[config.mk]
export PLATFORM = sky130hd
export DESIGN_NAME = asbl_host
export DESIGN_NICKNAME = d
export VERILOG_FILES = /design/src/pkg/asbl_pkg.sv /design/src/design/asbl_host.sv /design/src/design/asbl_sync.sv
export VERILOG_INCLUDE_DIRS = /design/src /design/src/pkg
export SDC_FILE = /design/constraint.sdc
export NUM_CORES = 1
export LEC_CHECK = 0
export BUFFER_PORTS_ARGS = -buffer_cell sky130_fd_sc_hd__buf_2
export CORE_MARGIN = 4
export CORE_UTILIZATION = 49
export CTS_CLUSTER_DIAMETER = 80
export DETAILED_ROUTE_END_ITERATION = 8
export PLACE_DENSITY = 0.78
export SYNTH_ARGS = -nofsm -noshare
export SYNTH_HDL_FRONTEND = slang
export SYNTH_SLANG_ARGS = --single-unit
[constraint.sdc]
create_clock -name i_ref_clk -period 2.39 [get_ports i_ref_clk]
set_clock_uncertainty 0.15 [all_clocks]
set_input_delay 0.3585 -clock i_ref_clk [delete_from_list [all_inputs] [get_ports i_ref_clk]]
set_output_delay 0.3585 -clock i_ref_clk [all_outputs]
set_load 0.005 [all_outputs]
[src/pkg/asbl_defs.svh]
// Constants for the async SRAM byte-lane host controller
`ifndef ASBL_DEFS_SVH
`define ASBL_DEFS_SVH
`define ASBL_ADDR_W 18
`define ASBL_DATA_W 16
`define ASBL_LANE_W 8
`define ASBL_CLK_PERIOD_NS 40
// Read and write timing figures, slower grade
`define ASBL_T_RC_NS 70
`define ASBL_T_AA_NS 70
`define ASBL_T_PWE_NS 60
`define ASBL_T_SD_NS 30
// Cycle counts, least times rounded up
`define ASBL_RD_CYC ((`ASBL_T_AA_NS+`ASBL_CLK_PERIOD_NS-1)/`ASBL_CLK_PERIOD_NS)
`define ASBL_WR_CYC ((`ASBL_T_PWE_NS+`ASBL_CLK_PERIOD_NS-1)/`ASBL_CLK_PERIOD_NS)
`define ASBL_CNT_W 3
`endif

[src/pkg/asbl_pkg.sv]
// Types for the async SRAM byte-lane host controller
package asbl_pkg;
    // Controller states, Gray along idle-setup-strobe-release
    typedef enum logic [2:0] {
        ASBL_IDLE = 3'b000,
        ASBL_SETUP = 3'b001,
        ASBL_STROBE = 3'b011,
        ASBL_RELEASE = 3'b010
    } asbl_state_t;
endpackage
[src/design/asbl_host.sv]
// Host controller driving an async 16-bit SRAM with byte lanes
`timescale 1ns/10ps
`default_nettype none
`include "asbl_defs.svh"
module asbl_host (
    // Clock and reset
    input wire logic i_ref_clk,
    input wire logic i_rst_n,
    // User request side
    input wire logic i_req,
    input wire logic i_write,
    input wire logic [`ASBL_ADDR_W-1:0] i_addr,
    input wire logic [`ASBL_DATA_W-1:0] i_wdata,
    input wire logic [1:0] i_lane_en,
    output logic o_busy,
    output logic o_done,
    output logic [`ASBL_DATA_W-1:0] o_rdata,
    // Memory pins, strobes active low
    output logic [`ASBL_ADDR_W-1:0] o_mem_addr,
    output logic o_chip_select_n,
    output logic o_write_strobe_n,
    output logic o_output_enable_n,
    output logic o_lower_lane_enable_n,
    output logic o_upper_lane_enable_n,
    // Data pins as three signals
    input wire logic [`ASBL_DATA_W-1:0] i_mem_data,
    output logic [`ASBL_DATA_W-1:0] o_mem_data,
    output logic [`ASBL_DATA_W-1:0] o_mem_data_oe
);
    asbl_pkg::asbl_state_t state; // Current state
    asbl_pkg::asbl_state_t next_state; // Next state
    logic [`ASBL_CNT_W-1:0] cnt; // Strobe width counter
    logic is_write; // Latched direction
    logic [1:0] lanes; // Latched lane enables
    logic [`ASBL_DATA_W-1:0] data_sync; // Synchronised read data

    // Lane mask expanded to a bit mask
    function automatic logic [`ASBL_DATA_W-1:0] lane_mask(
        input logic [1:0] l);
        lane_mask = {{`ASBL_LANE_W{l[1]}}, {`ASBL_LANE_W{l[0]}}};
    endfunction

    // Read data passes two flops before use
    asbl_sync #(.WIDTH(`ASBL_DATA_W)) u_sync (
        .i_ref_clk(i_ref_clk),
        .i_rst_n(i_rst_n),
        .i_async(i_mem_data),
        .o_sync(data_sync)
    );

    // Decode of request and timing
    wire start = (state == asbl_pkg::ASBL_IDLE) && i_req &&
        (i_lane_en != 2'b00); // Empty lane requests are dropped
    wire [`ASBL_CNT_W-1:0] strobe_len = is_write ?
        `ASBL_CNT_W'(`ASBL_WR_CYC) :
        `ASBL_CNT_W'(`ASBL_RD_CYC + 2);
    wire strobe_end = (state == asbl_pkg::ASBL_STROBE) &&
        (cnt == strobe_len - `ASBL_CNT_W'(1));
    wire [`ASBL_DATA_W-1:0] rd_mask = lane_mask(lanes);

    // Next state selection
    always_comb begin
        next_state = state;
        case (state)
            asbl_pkg::ASBL_IDLE: begin
                if (start) begin
                    next_state = asbl_pkg::ASBL_SETUP;
                end
            end
            asbl_pkg::ASBL_SETUP: begin
                next_state = asbl_pkg::ASBL_STROBE;
            end
            asbl_pkg::ASBL_STROBE: begin
                if (strobe_end) begin
                    next_state = asbl_pkg::ASBL_RELEASE;
                end
            end
            asbl_pkg::ASBL_RELEASE: begin
                next_state = asbl_pkg::ASBL_IDLE;
            end
            default: begin
                next_state = asbl_pkg::ASBL_IDLE;
            end
        endcase
    end

    // State and counter
    always_ff @(posedge i_ref_clk or negedge i_rst_n) begin
        if (!i_rst_n) begin
            state <= asbl_pkg::ASBL_IDLE;
            cnt <= '0;
        end else begin
            state <= next_state;
            cnt <= (state == asbl_pkg::ASBL_STROBE) ?
                cnt + `ASBL_CNT_W'(1) : '0;
        end
    end

    // Request capture and address, held for whole access
    always_ff @(posedge i_ref_clk or negedge i_rst_n) begin
        if (!i_rst_n) begin
            is_write <= 1'b0;
            lanes <= 2'b00;
            o_mem_addr <= '0;
            o_mem_data <= '0;
        end else if (start) begin
            is_write <= i_write;
            lanes <= i_lane_en;
            o_mem_addr <= i_addr; // Address set on the same edge as select
            o_mem_data <= i_wdata; // Stable through end edge
        end
    end

    // Strobes: select and lanes span setup and strobe, lanes from the prior request in setup
    wire sel_on = (next_state == asbl_pkg::ASBL_SETUP) ||
        (next_state == asbl_pkg::ASBL_STROBE);
    // Write strobe only inside select, never on reads
    wire we_on = (next_state == asbl_pkg::ASBL_STROBE) && is_write;
    // Output enable from latched direction, so a write after a read or reset still enables output in setup
    wire oe_on = sel_on && !is_write;
    always_ff @(posedge i_ref_clk or negedge i_rst_n) begin
        if (!i_rst_n) begin
            o_chip_select_n <= 1'b1;
            o_write_strobe_n <= 1'b1;
            o_output_enable_n <= 1'b1;
            o_lower_lane_enable_n <= 1'b1;
            o_upper_lane_enable_n <= 1'b1;
        end else begin
            o_chip_select_n <= !sel_on; // Deselect when idle
            o_write_strobe_n <= !we_on; // Ends on the same edge as select
            o_output_enable_n <= !oe_on;
            o_lower_lane_enable_n <= !(sel_on && lanes[0]);
            o_upper_lane_enable_n <= !(sel_on && lanes[1]);
        end
    end

    // Data drive: lanes being written, only while strobe low
    wire [`ASBL_DATA_W-1:0] next_oe = we_on ? rd_mask : '0;
    always_ff @(posedge i_ref_clk or negedge i_rst_n) begin
        if (!i_rst_n) begin
            o_mem_data_oe <= '0;
        end else begin
            o_mem_data_oe <= next_oe;
        end
    end

    // Read data capture at strobe end, unread lanes zero
    always_ff @(posedge i_ref_clk or negedge i_rst_n) begin
        if (!i_rst_n) begin
            o_rdata <= '0;
            o_done <= 1'b0;
            o_busy <= 1'b0;
        end else begin
            o_done <= strobe_end;
            o_busy <= (next_state != asbl_pkg::ASBL_IDLE);
            if (strobe_end && !is_write) begin
                o_rdata <= data_sync & rd_mask;
            end
        end
    end
endmodule
`default_nettype wire

[src/design/asbl_sync.sv]
// Two-flop synchroniser for the returning data pins
`timescale 1ns/10ps
`default_nettype none
module asbl_sync #(
    parameter int WIDTH = 16
) (
    // Clock and reset
    input wire logic i_ref_clk,
    input wire logic i_rst_n,
    // Asynchronous input and synchronised output
    input wire logic [WIDTH-1:0] i_async,
    output logic [WIDTH-1:0] o_sync
);
    logic [WIDTH-1:0] meta; // First stage, read only by second

    // Two stages in series
    always_ff @(posedge i_ref_clk or negedge i_rst_n) begin
        if (!i_rst_n) begin
            meta <= '0;
            o_sync <= '0;
        end else begin
            meta <= i_async;
            o_sync <= meta;
        end
    end
endmodule
`default_nettype wire

Word-level counts from Yosys, hierarchy flattened --
Index checks and enable logic that the tools add are counted.
Storage, ports and cells: bits in registers 114, logic and storage cells 49, output and inout bits 73
Operators by class: bitwise logic cells 1, add/subtract/negate cells 2, equal/unequal tests 5, multiplexer cells 6, reductions and logical operators 18
Operators with widths (count):
- $and 16x16->16 | 1
- $mux 16 | 1
- $mux 3 | 4
- $pmux 3 s3 | 1
- $logic_and 1x1->1 | 8
- $eq 3x1->1 const B | 2
- $eq 3x2->1 const B | 2
- $logic_not 1->1 | 6
- $add 3x1->3 const B | 1
- $eq 3x3->1 | 1
- $logic_not 3->1 | 1
- $reduce_bool 3->1 | 1
- $sub 3x1->3 const B | 1
- $reduce_bool 2->1 | 1
- $logic_or 1x1->1 | 1

Depth between registers and ports, before layout --
Gate-level depths: netlist (run 1).
depth after elaboration 10, depth in mapped cells 5, mapped depth without buffers 3

Cells and area by module --
A second synthesis (run 1) with hierarchy kept.
Second synthesis, totals: cell total of the unflattened synthesis 236, area total of the unflattened synthesis 3607.2 µm²
Modules (own cells, without submodules):
- asbl_host | cells an instance 204, area each 2806.4 µm², times used 1
- asbl_sync | cells an instance 32, area each 800.8 µm², times used 1

Worst setup path before layout (run 1) --
No wires, ideal clock.
path type reg-to-reg, from register state[1], to register o_mem_addr[12], period minus slack after synthesis 1.676 ns, data arrival time 1.399 ns, library setup time 0.127 ns, cell stages (with the launch flop) 6, path buffers 2, setup slack 0.714 ns, cells stage by stage dfrtp_1 > nor4b_2 > o21a_1 > buf_6 > buf_6 > mux2_1
On the way: word-level cells in the longest chain between the ends 3
RTL lines:
- start: declaration | RTL line asbl_host.sv:30 | asbl_pkg::asbl_state_t state;
- start signal: assignment | RTL line asbl_host.sv:90 | state <= asbl_pkg::ASBL_IDLE;
- start signal: assignment | RTL line asbl_host.sv:93 | state <= next_state;
- $logic_not 3->1 | RTL line asbl_host.sv:52 | wire start = (state == asbl_pkg::ASBL_IDLE) && i_req &&
- $logic_and 1x1->1 (2 in series) | RTL line asbl_host.sv:52
- end signal: assignment | RTL line asbl_host.sv:109 | o_mem_addr <= i_addr;
- end: declaration | RTL line asbl_host.sv:19 | output logic [`ASBL_ADDR_W-1:0] o_mem_addr,
Every way passes these cells. A chain may end at the register's enable or synchronous reset.

Worst setup path after layout (run 1) --
from register state[1], to register lanes[1]
On the way: word-level cells in the longest chain between the ends 3
RTL lines:
- $logic_not 3->1 | RTL line asbl_host.sv:52
- $logic_and 1x1->1 (2 in series) | RTL line asbl_host.sv:52
- end signal: assignment | RTL line asbl_host.sv:108 | lanes <= i_lane_en;
- end: declaration | RTL line asbl_host.sv:34 | logic [1:0] lanes;
Every way passes these cells.

==> flow_summary_export.csv, run 1 <==
group,metric,value,unit
final_layout,stdcell_area,4730,um^2
floorplan,die_h,95.1,um
global_route,grt_max_degree,53,
yosys,synth_warnings,0,
clock_network,cts_num_sinks,100,
final_layout,area_growth,27.2,%
setup_path,worstPathRequired,2.49,ns
floorplan,die_w,95.1,um
setup_path,end_kind,"flop",
pwr,leakage,2.52,nW
timing,setup_viol,0,
drt,vias,2160,
floorplan,die_area,9040,um^2
hold_path,hold_start,"i_addr[13]",
yosys,synth.distinct_cells,27,
global_route,gr-total-overflow,0,
clock_network,clock_path_buffers,2,
placed_design,post-place-ws,0.443,ns
timing,period_needed,1.96,ns
setup_path,cp_max_fo,18,
clock_network,clock_latency,0.36,ns
placed_design,routabilityCongestion,0.764,
final_layout,multi_input_area,937,um^2
global_route,grt_antenna_before_repair,0,
drt,drt_first_pass_iters,4,
final_layout,final_layout_size_suffix_gt1_frac,0.508,
floorplan,start_util,0.507,
placed_design,dpl_cell_area,4340,um^2
final_layout,layout_common_cells,"buf_2, dfrtp_1, mux2_4",
timing,setup_slack,0.431,ns
job,maxCapViolCount,0,
drt,antenna_left,0,
timing,finalMaxSlewViolations,0,
yosys,netlist_instances,234,
floorplan,pin_count,129,
clock_network,cts_tree,"done",
yosys,ys_ff_latch,100,
final_layout,nNetsFinal,428,
floorplan,floorplan.core_area,7330,um^2
drt,initialDrtViolationCount,70,
global_route,grt_pass1_vias,2348,
timing,fin_setup_tns,0,ns
timing,rsz0062_at_grt,"false",
global_route,grt_pass1_wl,11.0,mm
placed_design,port_buffers,128,
setup_path,crit_type,"reg -> reg",
setup_path,cp.arrival,2.06,ns
setup_path,critPathLaunch,"state[1]",
setup_path,crit_path_start_kind,"flop",
global_route,grt_use_total,0.163,
yosys,ys_seq_area_frac,0.675,
clock_network,root_buffer,"clkbuf_8",
final_layout,n_antenna_cell,0,
drt,routed_wl,6.81,mm
clock_network,cts_resized,0,
pwr,ir_drop,420,uV
drt,drc_errors,0,
final_layout,seq_area,2510,um^2
yosys,syn_area_per_cell,15.9,um^2
drt,drt-wirelength-per-cell,14.3,um
pwr,power_density,814,nW/um^2
outcome,status,"completed",
setup_path,reg2reg_slack,0.43,ns
timing,fmax,0.510,GHz
drt,routed_via_density,4.55,
yosys,syn_area,3720,um^2
timing,fin_crit_sh,0.820,
hold_path,hp-class,"in -> reg",
final_layout,final_common_cell,"buf_2",
floorplan,row_count,31,
final_layout,nFillCells,527,
setup_path,crit-reg2reg-launch,"state[1]",
clock_network,cts_max_level,3,
timing,hold_viol_final,0,
clock_network,clk_pin_slew,0.09,ns
placed_design,hpwl,4.97,mm
clock_network,cts_buffers,9,
yosys,synth.net_count,291,
-- flip-flops by register name, indices dropped and copies added, names as in the netlist, 2 cells and up --
signal and cells:
cnt 3, lanes 2, o_mem_addr 18, o_mem_data 16
o_mem_data_oe 2, o_rdata 16, state 3, u_sync.meta 16
u_sync.o_sync 16
-- stage by stage --
step           total power, mW   util  hold slack [ns]  cells
2_1_floorplan             2.42      -          -0.0871    234
3_3_place_gp              2.71  0.592            0.138    442
3_5_place_dp              2.73  0.592            0.140    442
4_1_cts                   3.89  0.645           0.0482    475
5_1_grt                   4.04  0.645           0.0421    475
6_report                  3.85  0.645           0.0669    475
-- critical path, cell delays in order (launching register included) --
cell and delay (ns):
dfrtp_1 0.46, nor4b_2 0.28, o21a_2 0.39, buf_12 0.23, mux2_2 0.34
-- where the power goes --
part / total, mW / leakage (nW) / switching, mW / internal, mW
clock network: 1.13 / 0.111 / 0.595 / 0.537
registers: 2.07 / 1.22 / 0.154 / 1.91
logic: 0.646 / 1.19 / 0.231 / 0.415
-- layout make-up --
class | count | share of cell area
tap | 99 | 0.0262
clock inverter | 6 | 0.0167
clock buffer | 10 | 0.0291
timing repair buffer | 149 | 0.186
sequential | 100 | 0.531
inverter | 16 | 0.0127
multi-input combinational | 95 | 0.198
-- final timing paths --
path / endpoint / cells past startpoint
setup / recovery: lanes[1] / 4
hold / removal: o_mem_addr[13] / 2
setup reg to reg: lanes[1] / 4
hold reg to reg: u_sync.o_sync[7] / 0
max in group asynchronous: lanes[1] / 3
min in group asynchronous: o_rdata[5] / 2
-- per-layer routing --
layer | track usage | vias to the layer above | share of wire
li1 | - | 1014 | -
met4 | 0.0613 | 0 | 0.0092
met2 | 0.281 | 79 | 0.54
met5 | 0 | - | 0
met3 | 0.0450 | 4 | 0.063
met1 | 0.194 | 1063 | 0.39
-- logic make-up after synthesis --
| group | synth area share |
|---|---|
| buffers and inverters | 0.0731 |
| other | 0.00101 |
| muxes | 0.186 |
| and+or+nand+nor | 0.0485 |
| DFF | 0.675 |
| adders and majority gates | 0.00337 |
| xor gates and xnor gates | 0.00471 |
| AOI/OAI and AO/OA | 0.00875 |
-- synth_stat cells --
cell / count / area, um^2
nor2_1: 3 / 11.3
o21ai_0: 2 / 10.0
buf_6: 3 / 33.8
clkbuf_1: 2 / 7.51
mux2_1: 4 / 45.0
conb_1: 1 / 3.75
ha_1: 1 / 12.5
o21a_1: 2 / 15.0
mux2_4: 30 / 450
buf_2: 1 / 5.00
nand3b_1: 1 / 7.51
mux2_2: 3 / 33.8
buf_12: 3 / 60.1
xnor2_1: 2 / 17.5
nand4_4: 1 / 21.3
dfstp_2: 5 / 131
buf_4: 14 / 105
o21bai_1: 1 / 7.51
nor3b_1: 1 / 7.51
dfrtp_1: 95 / 2380
nor2b_1: 3 / 18.8
nand2_1: 18 / 67.6
nor4b_2: 1 / 15.0
inv_1: 16 / 60.1
and3_1: 3 / 18.8
or2_2: 2 / 12.5
mux2i_1: 16 / 160
-- timing repair --
| item | in CTS | in global routing |
|---|---|---|
| buffers inserted | 0 | 0 |
| hold buffers | 17 | 0 |
| hold endpoints to repair | 37 | 0 |
No activity file was read; power rests on OpenSTA's default activity.
==> inputs of run 2 (changes only) <==
Settings changed: ABC_AREA set to 1, CORE_UTILIZATION 49 to 48.
Clock period 2.39 ns to 1.88 ns, I/O delays scaled along.
==> flow_summary_export.csv, run 2 <==
group,metric,value,unit
final_layout,regMostFlops,"o_mem_addr",
final_layout,instances_no_fill,595,
final_layout,nNetsFinal,551,
global_route,grtUsageMet3,0.0595,
hold_path,hp-class,"in -> reg",
yosys,synth_warnings,0,
pwr,clock_power_share,0.276,
clock_network,cts_num_sinks,100,
timing,fmax,0.619,GHz
global_route,grt_pass1_wl,13.2,mm
placed_design,post-place-ws,0.368,ns
drt,drt-wirelength-per-cell,13.7,um
final_layout,largest_reg_flops,18,
final_layout,utilization,0.705,
floorplan,pin_count,129,
setup_path,crit_path_max_incr_delay,0.53,ns
final_layout,layout_common_cells,"nand2_1, buf_2, dfrtp_1",
placed_design,hpwl,5.17,mm
placed_design,dpl.cell_count,527,
outcome,status,"completed",
placed_design,routabilityCongestion,0.733,
yosys,netlist_instances,324,
final_layout,area_growth,39.7,%
final_layout,final_layout_size_suffix_gt1_frac,0.329,
clock_network,cts_buffers,9,
timing,hold_slack,0.0208,ns
timing,slew_headroom,0.645,
drt,drt_first_pass_iters,4,
floorplan,start_util,0.505,
yosys,syn_area,3510,um^2
yosys,synth.distinct_cells,20,
setup_path,worstPathRequired,2.02,ns
global_route,grt_pass1_vias,2771,
setup_path,cp.arrival,1.76,ns
pwr,pwr-share-comb,0.169,
pwr,switching_power,1.36,mW
timing,setup_slack,0.265,ns
setup_path,end_kind,"flop",
clock_network,clock_path_buffers,2,
yosys,ys_ff_latch,100,
global_route,grt_max_degree,40,
drt,routed_wl,8.14,mm
timing,fin_setup_tns,0,ns
job,maxCapViolCount,0,
pwr,intPower,3.37,mW
global_route,grt_antenna_before_repair,0,
global_route,grt_use_total,0.197,
timing,setup_viol,0,
placed_design,dpl_cell_area,4190,um^2
yosys,ys_seq_area_frac,0.716,
final_layout,n_antenna_cell,0,
setup_path,cp_num_buf_inv,4,
global_route,gr-total-overflow,0,
yosys,synth_area_leaders,"dfrtp_1, nand2_1, dfstp_2",
yosys,synth_ff_type,"dfrtp_1",
timing,hold_viol_final,0,
clock_network,cts_tree,"done",
pwr,ir_drop,631,uV
timing,finalMaxSlewViolations,0,
floorplan,die_h,93.5,um
clock_network,clock_latency,0.36,ns
yosys,syn_area_per_cell,10.8,um^2
setup_path,slowest_stage,"dlygate4sd3_1",
floorplan,row_count,30,
global_route,busiest_layer,"met2",
yosys,yosys.area.top_type,"dfrtp_1",
final_layout,nFillCells,496,
setup_path,crit_type,"in -> reg",
setup_path,crit_path_start_kind,"input port",
setup_path,cp_max_fo,35,
clock_network,cts_max_level,3,
clock_network,clk_pin_slew,0.09,ns
drt,initialDrtViolationCount,142,
yosys,synth.net_count,381,
pwr,pwr-share-seq,0.555,
placed_design,port_buffers,128,
drt,vias,2738,
pwr,fin_total_pwr,4.73,mW
global_route,globalRouteMet1Util,0.241,
clock_network,root_buffer,"clkbuf_8",
pwr,power_density,966,nW/um^2
drt,antenna_left,0,
yosys,yosysMostFrequentCell,"nand2_1",
setup_path,cp_top_family,"buffers and inverters",
timing,worstMarginPinSlew,0.532,ns
yosys,synth_edf_count,0,
yosys,netlist_top_cells_count,"nand2_1, dfrtp_1, buf_4",
timing,period_needed,1.61,ns
timing,rsz0062_at_grt,"false",
floorplan,die_area,8730,um^2
final_layout,stdcell_area,4900,um^2
global_route,grt.met2_usage,0.329,
pwr,swShare,0.287,
final_layout,final_common_cell,"nand2_1",
floorplan,die_w,93.5,um
timing,fin_crit_sh,0.859,
yosys,async_flop_share,1.00,
drt,routed_via_density,4.60,
setup_path,critical_path.cell_chain,"dlygate4sd3_1 > buf_2 > o21ai_1 > nor2_4 > inv_2 > buf_12 > nand3_1 > nand2_1",
floorplan,floorplan.core_area,6940,um^2
drt,drc_errors,0,
pwr,leakage,2.62,nW
yosys,synth_top_area_share,0.678,
run 2: cell count changes after synthesis, sizes merged, moves of 2 or more:
cell,change
and3,-3
buf,+5
clkbuf,-2
inv,-5
mux2,-37
mux2i,-16
nand2,+131
nand3,+2
nor2,+9
nor2b,-3
o21a,-2
o21ai,+18
or2,-2
run 2: repair_timing:
action,4_1_cts,5_1_grt
hold buffers,52,0
buffers inserted,0,0
endpoints found under the hold margin,83,0
gates resized for setup,0,0
run 2: cells by family (layout without fill, tap and decap cells):
logic type,Yosys count,count (layout),synth area share
xor+xnor,1,1,0.00250
simple gates,164,164,0.182
fa+ha+maj,1,1,0.00357
buf+inv,37,212,0.0607
flops,100,100,0.716
other cells,1,1,0.00107
compound gates,20,20,0.0350
run 2: layout make-up:
cell class / count / area, um^2 / share of cell area
Sequential cell: 100 / 2510 / 0.512
Timing Repair Buffer: 185 / 1250 / 0.256
Multi-Input combinational cell: 187 / 785 / 0.160
Clock buffer: 10 / 138 / 0.0281
Tap cell: 96 / 120 / 0.0245
Clock inverter: 6 / 52.6 / 0.0107
Inverter: 11 / 41.3 / 0.00843
run 2: power by group through the flow:
stage | clock network [mW] | logic (mW) | registers, mW
finish | 1.30 | 0.800 | 2.63
global route | 1.43 | 0.903 | 2.66
CTS | 1.33 | 0.799 | 2.62
detailed placement | 0 | 0.721 | 2.66
global placement | 0 | 0.690 | 2.65
floorplan | 0 | 0.307 | 2.63
run 2: metal layers:
| layer | wire (um) | vias up |
|---|---|---|
| met5 | 0 | - |
| met4 | 206 | 0 |
| met3 | 621 | 18 |
| met2 | 4100 | 115 |
| met1 | 3210 | 1297 |
| li1 | - | 1308 |
run 2: worst min-delay path: stages:
cell and delay, ns:
buf_2 0.09, nand2_1 0.04, o21ai_0 0.07
run 2: worst paths after layout:
kind | from | to | depth (start not counted) | slack (ns)
setup / recovery | i_lane_en[0] | o_lower_lane_enable_n | 8 | 0.27
hold / removal | i_lane_en[1] | lanes[1] | 3 | 0.02
setup reg to reg | state[2] | o_lower_lane_enable_n | 7 | 0.35
hold reg to reg | u_sync.meta[1] | u_sync.o_sync[1] | 0 | 0.19
max in group asynchronous | i_rst_n | o_mem_data[5] | 3 | 0.69
min in group asynchronous | i_rst_n | o_mem_addr[9] | 2 | 0.29
==> inputs of run 3 (changes only) <==
Settings changed: ABC_AREA 1 to 0, CORE_UTILIZATION 48 to 49.
==> flow_summary_export.csv, run 3 (synthesis gave the netlist of run 1 again) <==
group,metric,value,unit
outcome,status,"completed",
timing,hold_viol_final,0,
floorplan,pin_count,129,
hold_path,min_delay_path_depth,2,
pwr,ir_drop,599,uV
setup_path,crit_path_max_incr_delay,0.40,ns
pwr,pwr-share-seq,0.547,
timing,setup_slack,0.135,ns
timing,fmax,0.573,GHz
pwr,clock_power_share,0.267,
clock_network,post-cts-setup-buffers,0,
setup_path,cp_top_family,"flip-flops",
global_route,grt_use_total,0.172,
hold_path,hold_start,"i_addr[16]",
setup_path,slowest_stage,"dfrtp_1",
final_layout,nNetsFinal,465,
clock_network,cts_max_level,3,
hold_path,hold_end,"o_mem_addr[16]",
drt,drt-wirelength-per-cell,14.2,um
final_layout,layout_common_cells,"buf_2, dfrtp_1, dlygate4sd3_1",
setup_path,worstPathRequired,1.97,ns
drt,antenna_left,0,
global_route,grt_pass1_vias,2430,
timing,period_needed,1.74,ns
floorplan,start_util,0.507,
hold_path,hp-class,"in -> reg",
setup_path,rr_endpoint,"o_mem_addr[16]",
pwr,swShare,0.261,
final_layout,largest_reg_flops,18,
timing,rsz0062_at_grt,"false",
clock_network,cts_buffers,9,
pwr,pwr-share-comb,0.186,
drt,routed_via_density,4.51,
drt,drt_first_pass_iters,4,
clock_network,cts_num_sinks,100,
setup_path,crit-reg2reg-launch,"state[0]",
setup_path,end_kind,"flop",
pwr,power_density,948,nW/um^2
placed_design,dpl_cell_area,4380,um^2
drt,routed_wl,7.28,mm
clock_network,clock_path_buffers,2,
placed_design,port_buffers,128,
placed_design,hpwl,4.69,mm
clock_network,clock_latency,0.35,ns
floorplan,die_w,95.1,um
pwr,fin_total_pwr,4.82,mW
final_layout,regMostFlops,"o_mem_addr",
clock_network,clk_pin_slew,0.09,ns
job,maxCapViolCount,0,
placed_design,routabilityCongestion,0.690,
drt,drc_errors,0,
final_layout,n_antenna_cell,0,
pwr,leakage,2.67,nW
global_route,grt_max_degree,39,
timing,setup_viol,0,
setup_path,reg2reg_depth,4,
final_layout,stdcell_area,5080,um^2
floorplan,floorplan.core_area,7330,um^2
clock_network,cts_tree,"done",
floorplan,row_count,31,
setup_path,reg2reg_slack,0.14,ns
floorplan,die_area,9040,um^2
drt,initialDrtViolationCount,71,
final_layout,final_common_cell,"buf_2",
global_route,gr-total-overflow,0,
clock_network,root_buffer,"clkbuf_8",
timing,finalMaxSlewViolations,0,
timing,fin_setup_tns,0,ns
timing,fin_crit_sh,0.928,
final_layout,area_growth,36.7,%
placed_design,post-place-ws,0.131,ns
global_route,grt_pass1_wl,11.6,mm
drt,vias,2310,
setup_path,crit_path_start_kind,"flop",
setup_path,cp.arrival,1.83,ns
global_route,grt_antenna_before_repair,0,
setup_path,cp_max_fo,25,
setup_path,cp_num_buf_inv,1,
setup_path,crit_type,"reg -> reg",
final_layout,final_layout_size_suffix_gt1_frac,0.470,
pwr,intPower,3.56,mW
pwr,switching_power,1.26,mW
floorplan,die_h,95.1,um
setup_path,critical_path.cell_chain,"nor4b_2 > o21a_2 > buf_12 > mux2_2",
[run 3: changes by cell type in the layout (fill, tap and decap cells not counted), moves of 4 or more]
cell     before  now
mux2i_1       0   16
nor2_1       10    3
o21ai_1       9    0
inv_1        10   16
mux2_4        0   30
nand2_1     149   18
mux2_1        0    4
o21ai_2       6    0
[run 3: worst register-to-register path: stages, from the launching register on]
cell,delay [ns]
dfrtp_1,0.40
nor4b_2,0.27
o21a_2,0.23
buf_12,0.22
mux2_2,0.37
[run 3: worst max path at each step]
stage	start	to	slack (ns)	depth (start not counted)
6_report	state[0]	o_mem_addr[16]	0.14	4
5_1_grt	state[0]	o_mem_addr[16]	0.07	4
4_1_cts	state[0]	o_mem_addr[16]	0.12	4
3_5_place_dp	state[0]	o_mem_addr[16]	0.13	4
3_3_place_gp	state[0]	o_mem_addr[16]	0.17	4
2_1_floorplan	state[1]	o_mem_addr[12]	0.20	5
[run 3: power groups by stage]
stage / Clock (mW) / Combinational (mW) / Sequential [mW]
floorplan: 0 / 0.447 / 2.63
global placement: 0 / 0.788 / 2.66
detailed placement: 0 / 0.821 / 2.65
CTS: 1.33 / 0.895 / 2.63
global route: 1.43 / 0.978 / 2.67
finish: 1.29 / 0.895 / 2.63
[run 3: routing by layer]
| layer | track usage | share of wire | routed length, um |
|---|---|---|---|
| met1 | 0.201 | 0.38 | 2770 |
| met2 | 0.300 | 0.55 | 4010 |
| met3 | 0.0426 | 0.061 | 443 |
| met4 | 0.0721 | 0.0085 | 62 |
| met5 | 0 | 0 | 0 |
[run 3: metrics by stage]
| step | hold slack, ns | std cells | util |
|---|---|---|---|
| floorplan | -0.164 | 234 | - |
| global placement | 0.110 | 445 | 0.597 |
| detailed placement | 0.115 | 445 | 0.597 |
| CTS | 0.00664 | 511 | 0.691 |
| global route | 0.00160 | 512 | 0.693 |
| finish | 0.0260 | 512 | 0.693 |
[run 3: final cells by class]
| cell class | count | area, um^2 |
|---|---|---|
| Tap cell | 99 | 124 |
| Inverter | 16 | 60.1 |
| Timing Repair Buffer | 186 | 1260 |
| Sequential cell | 100 | 2510 |
| Clock inverter | 6 | 55.1 |
| Fill cell | 527 | 2250 |
| Clock buffer | 10 | 138 |
| Multi-Input combinational cell | 95 | 937 |
[run 3: repair_timing]
item	4_1_cts	5_1_grt
gates resized for setup	0	0
endpoints found under the setup margin	0	0
hold buffers	50	1
hold endpoints to repair	81	1
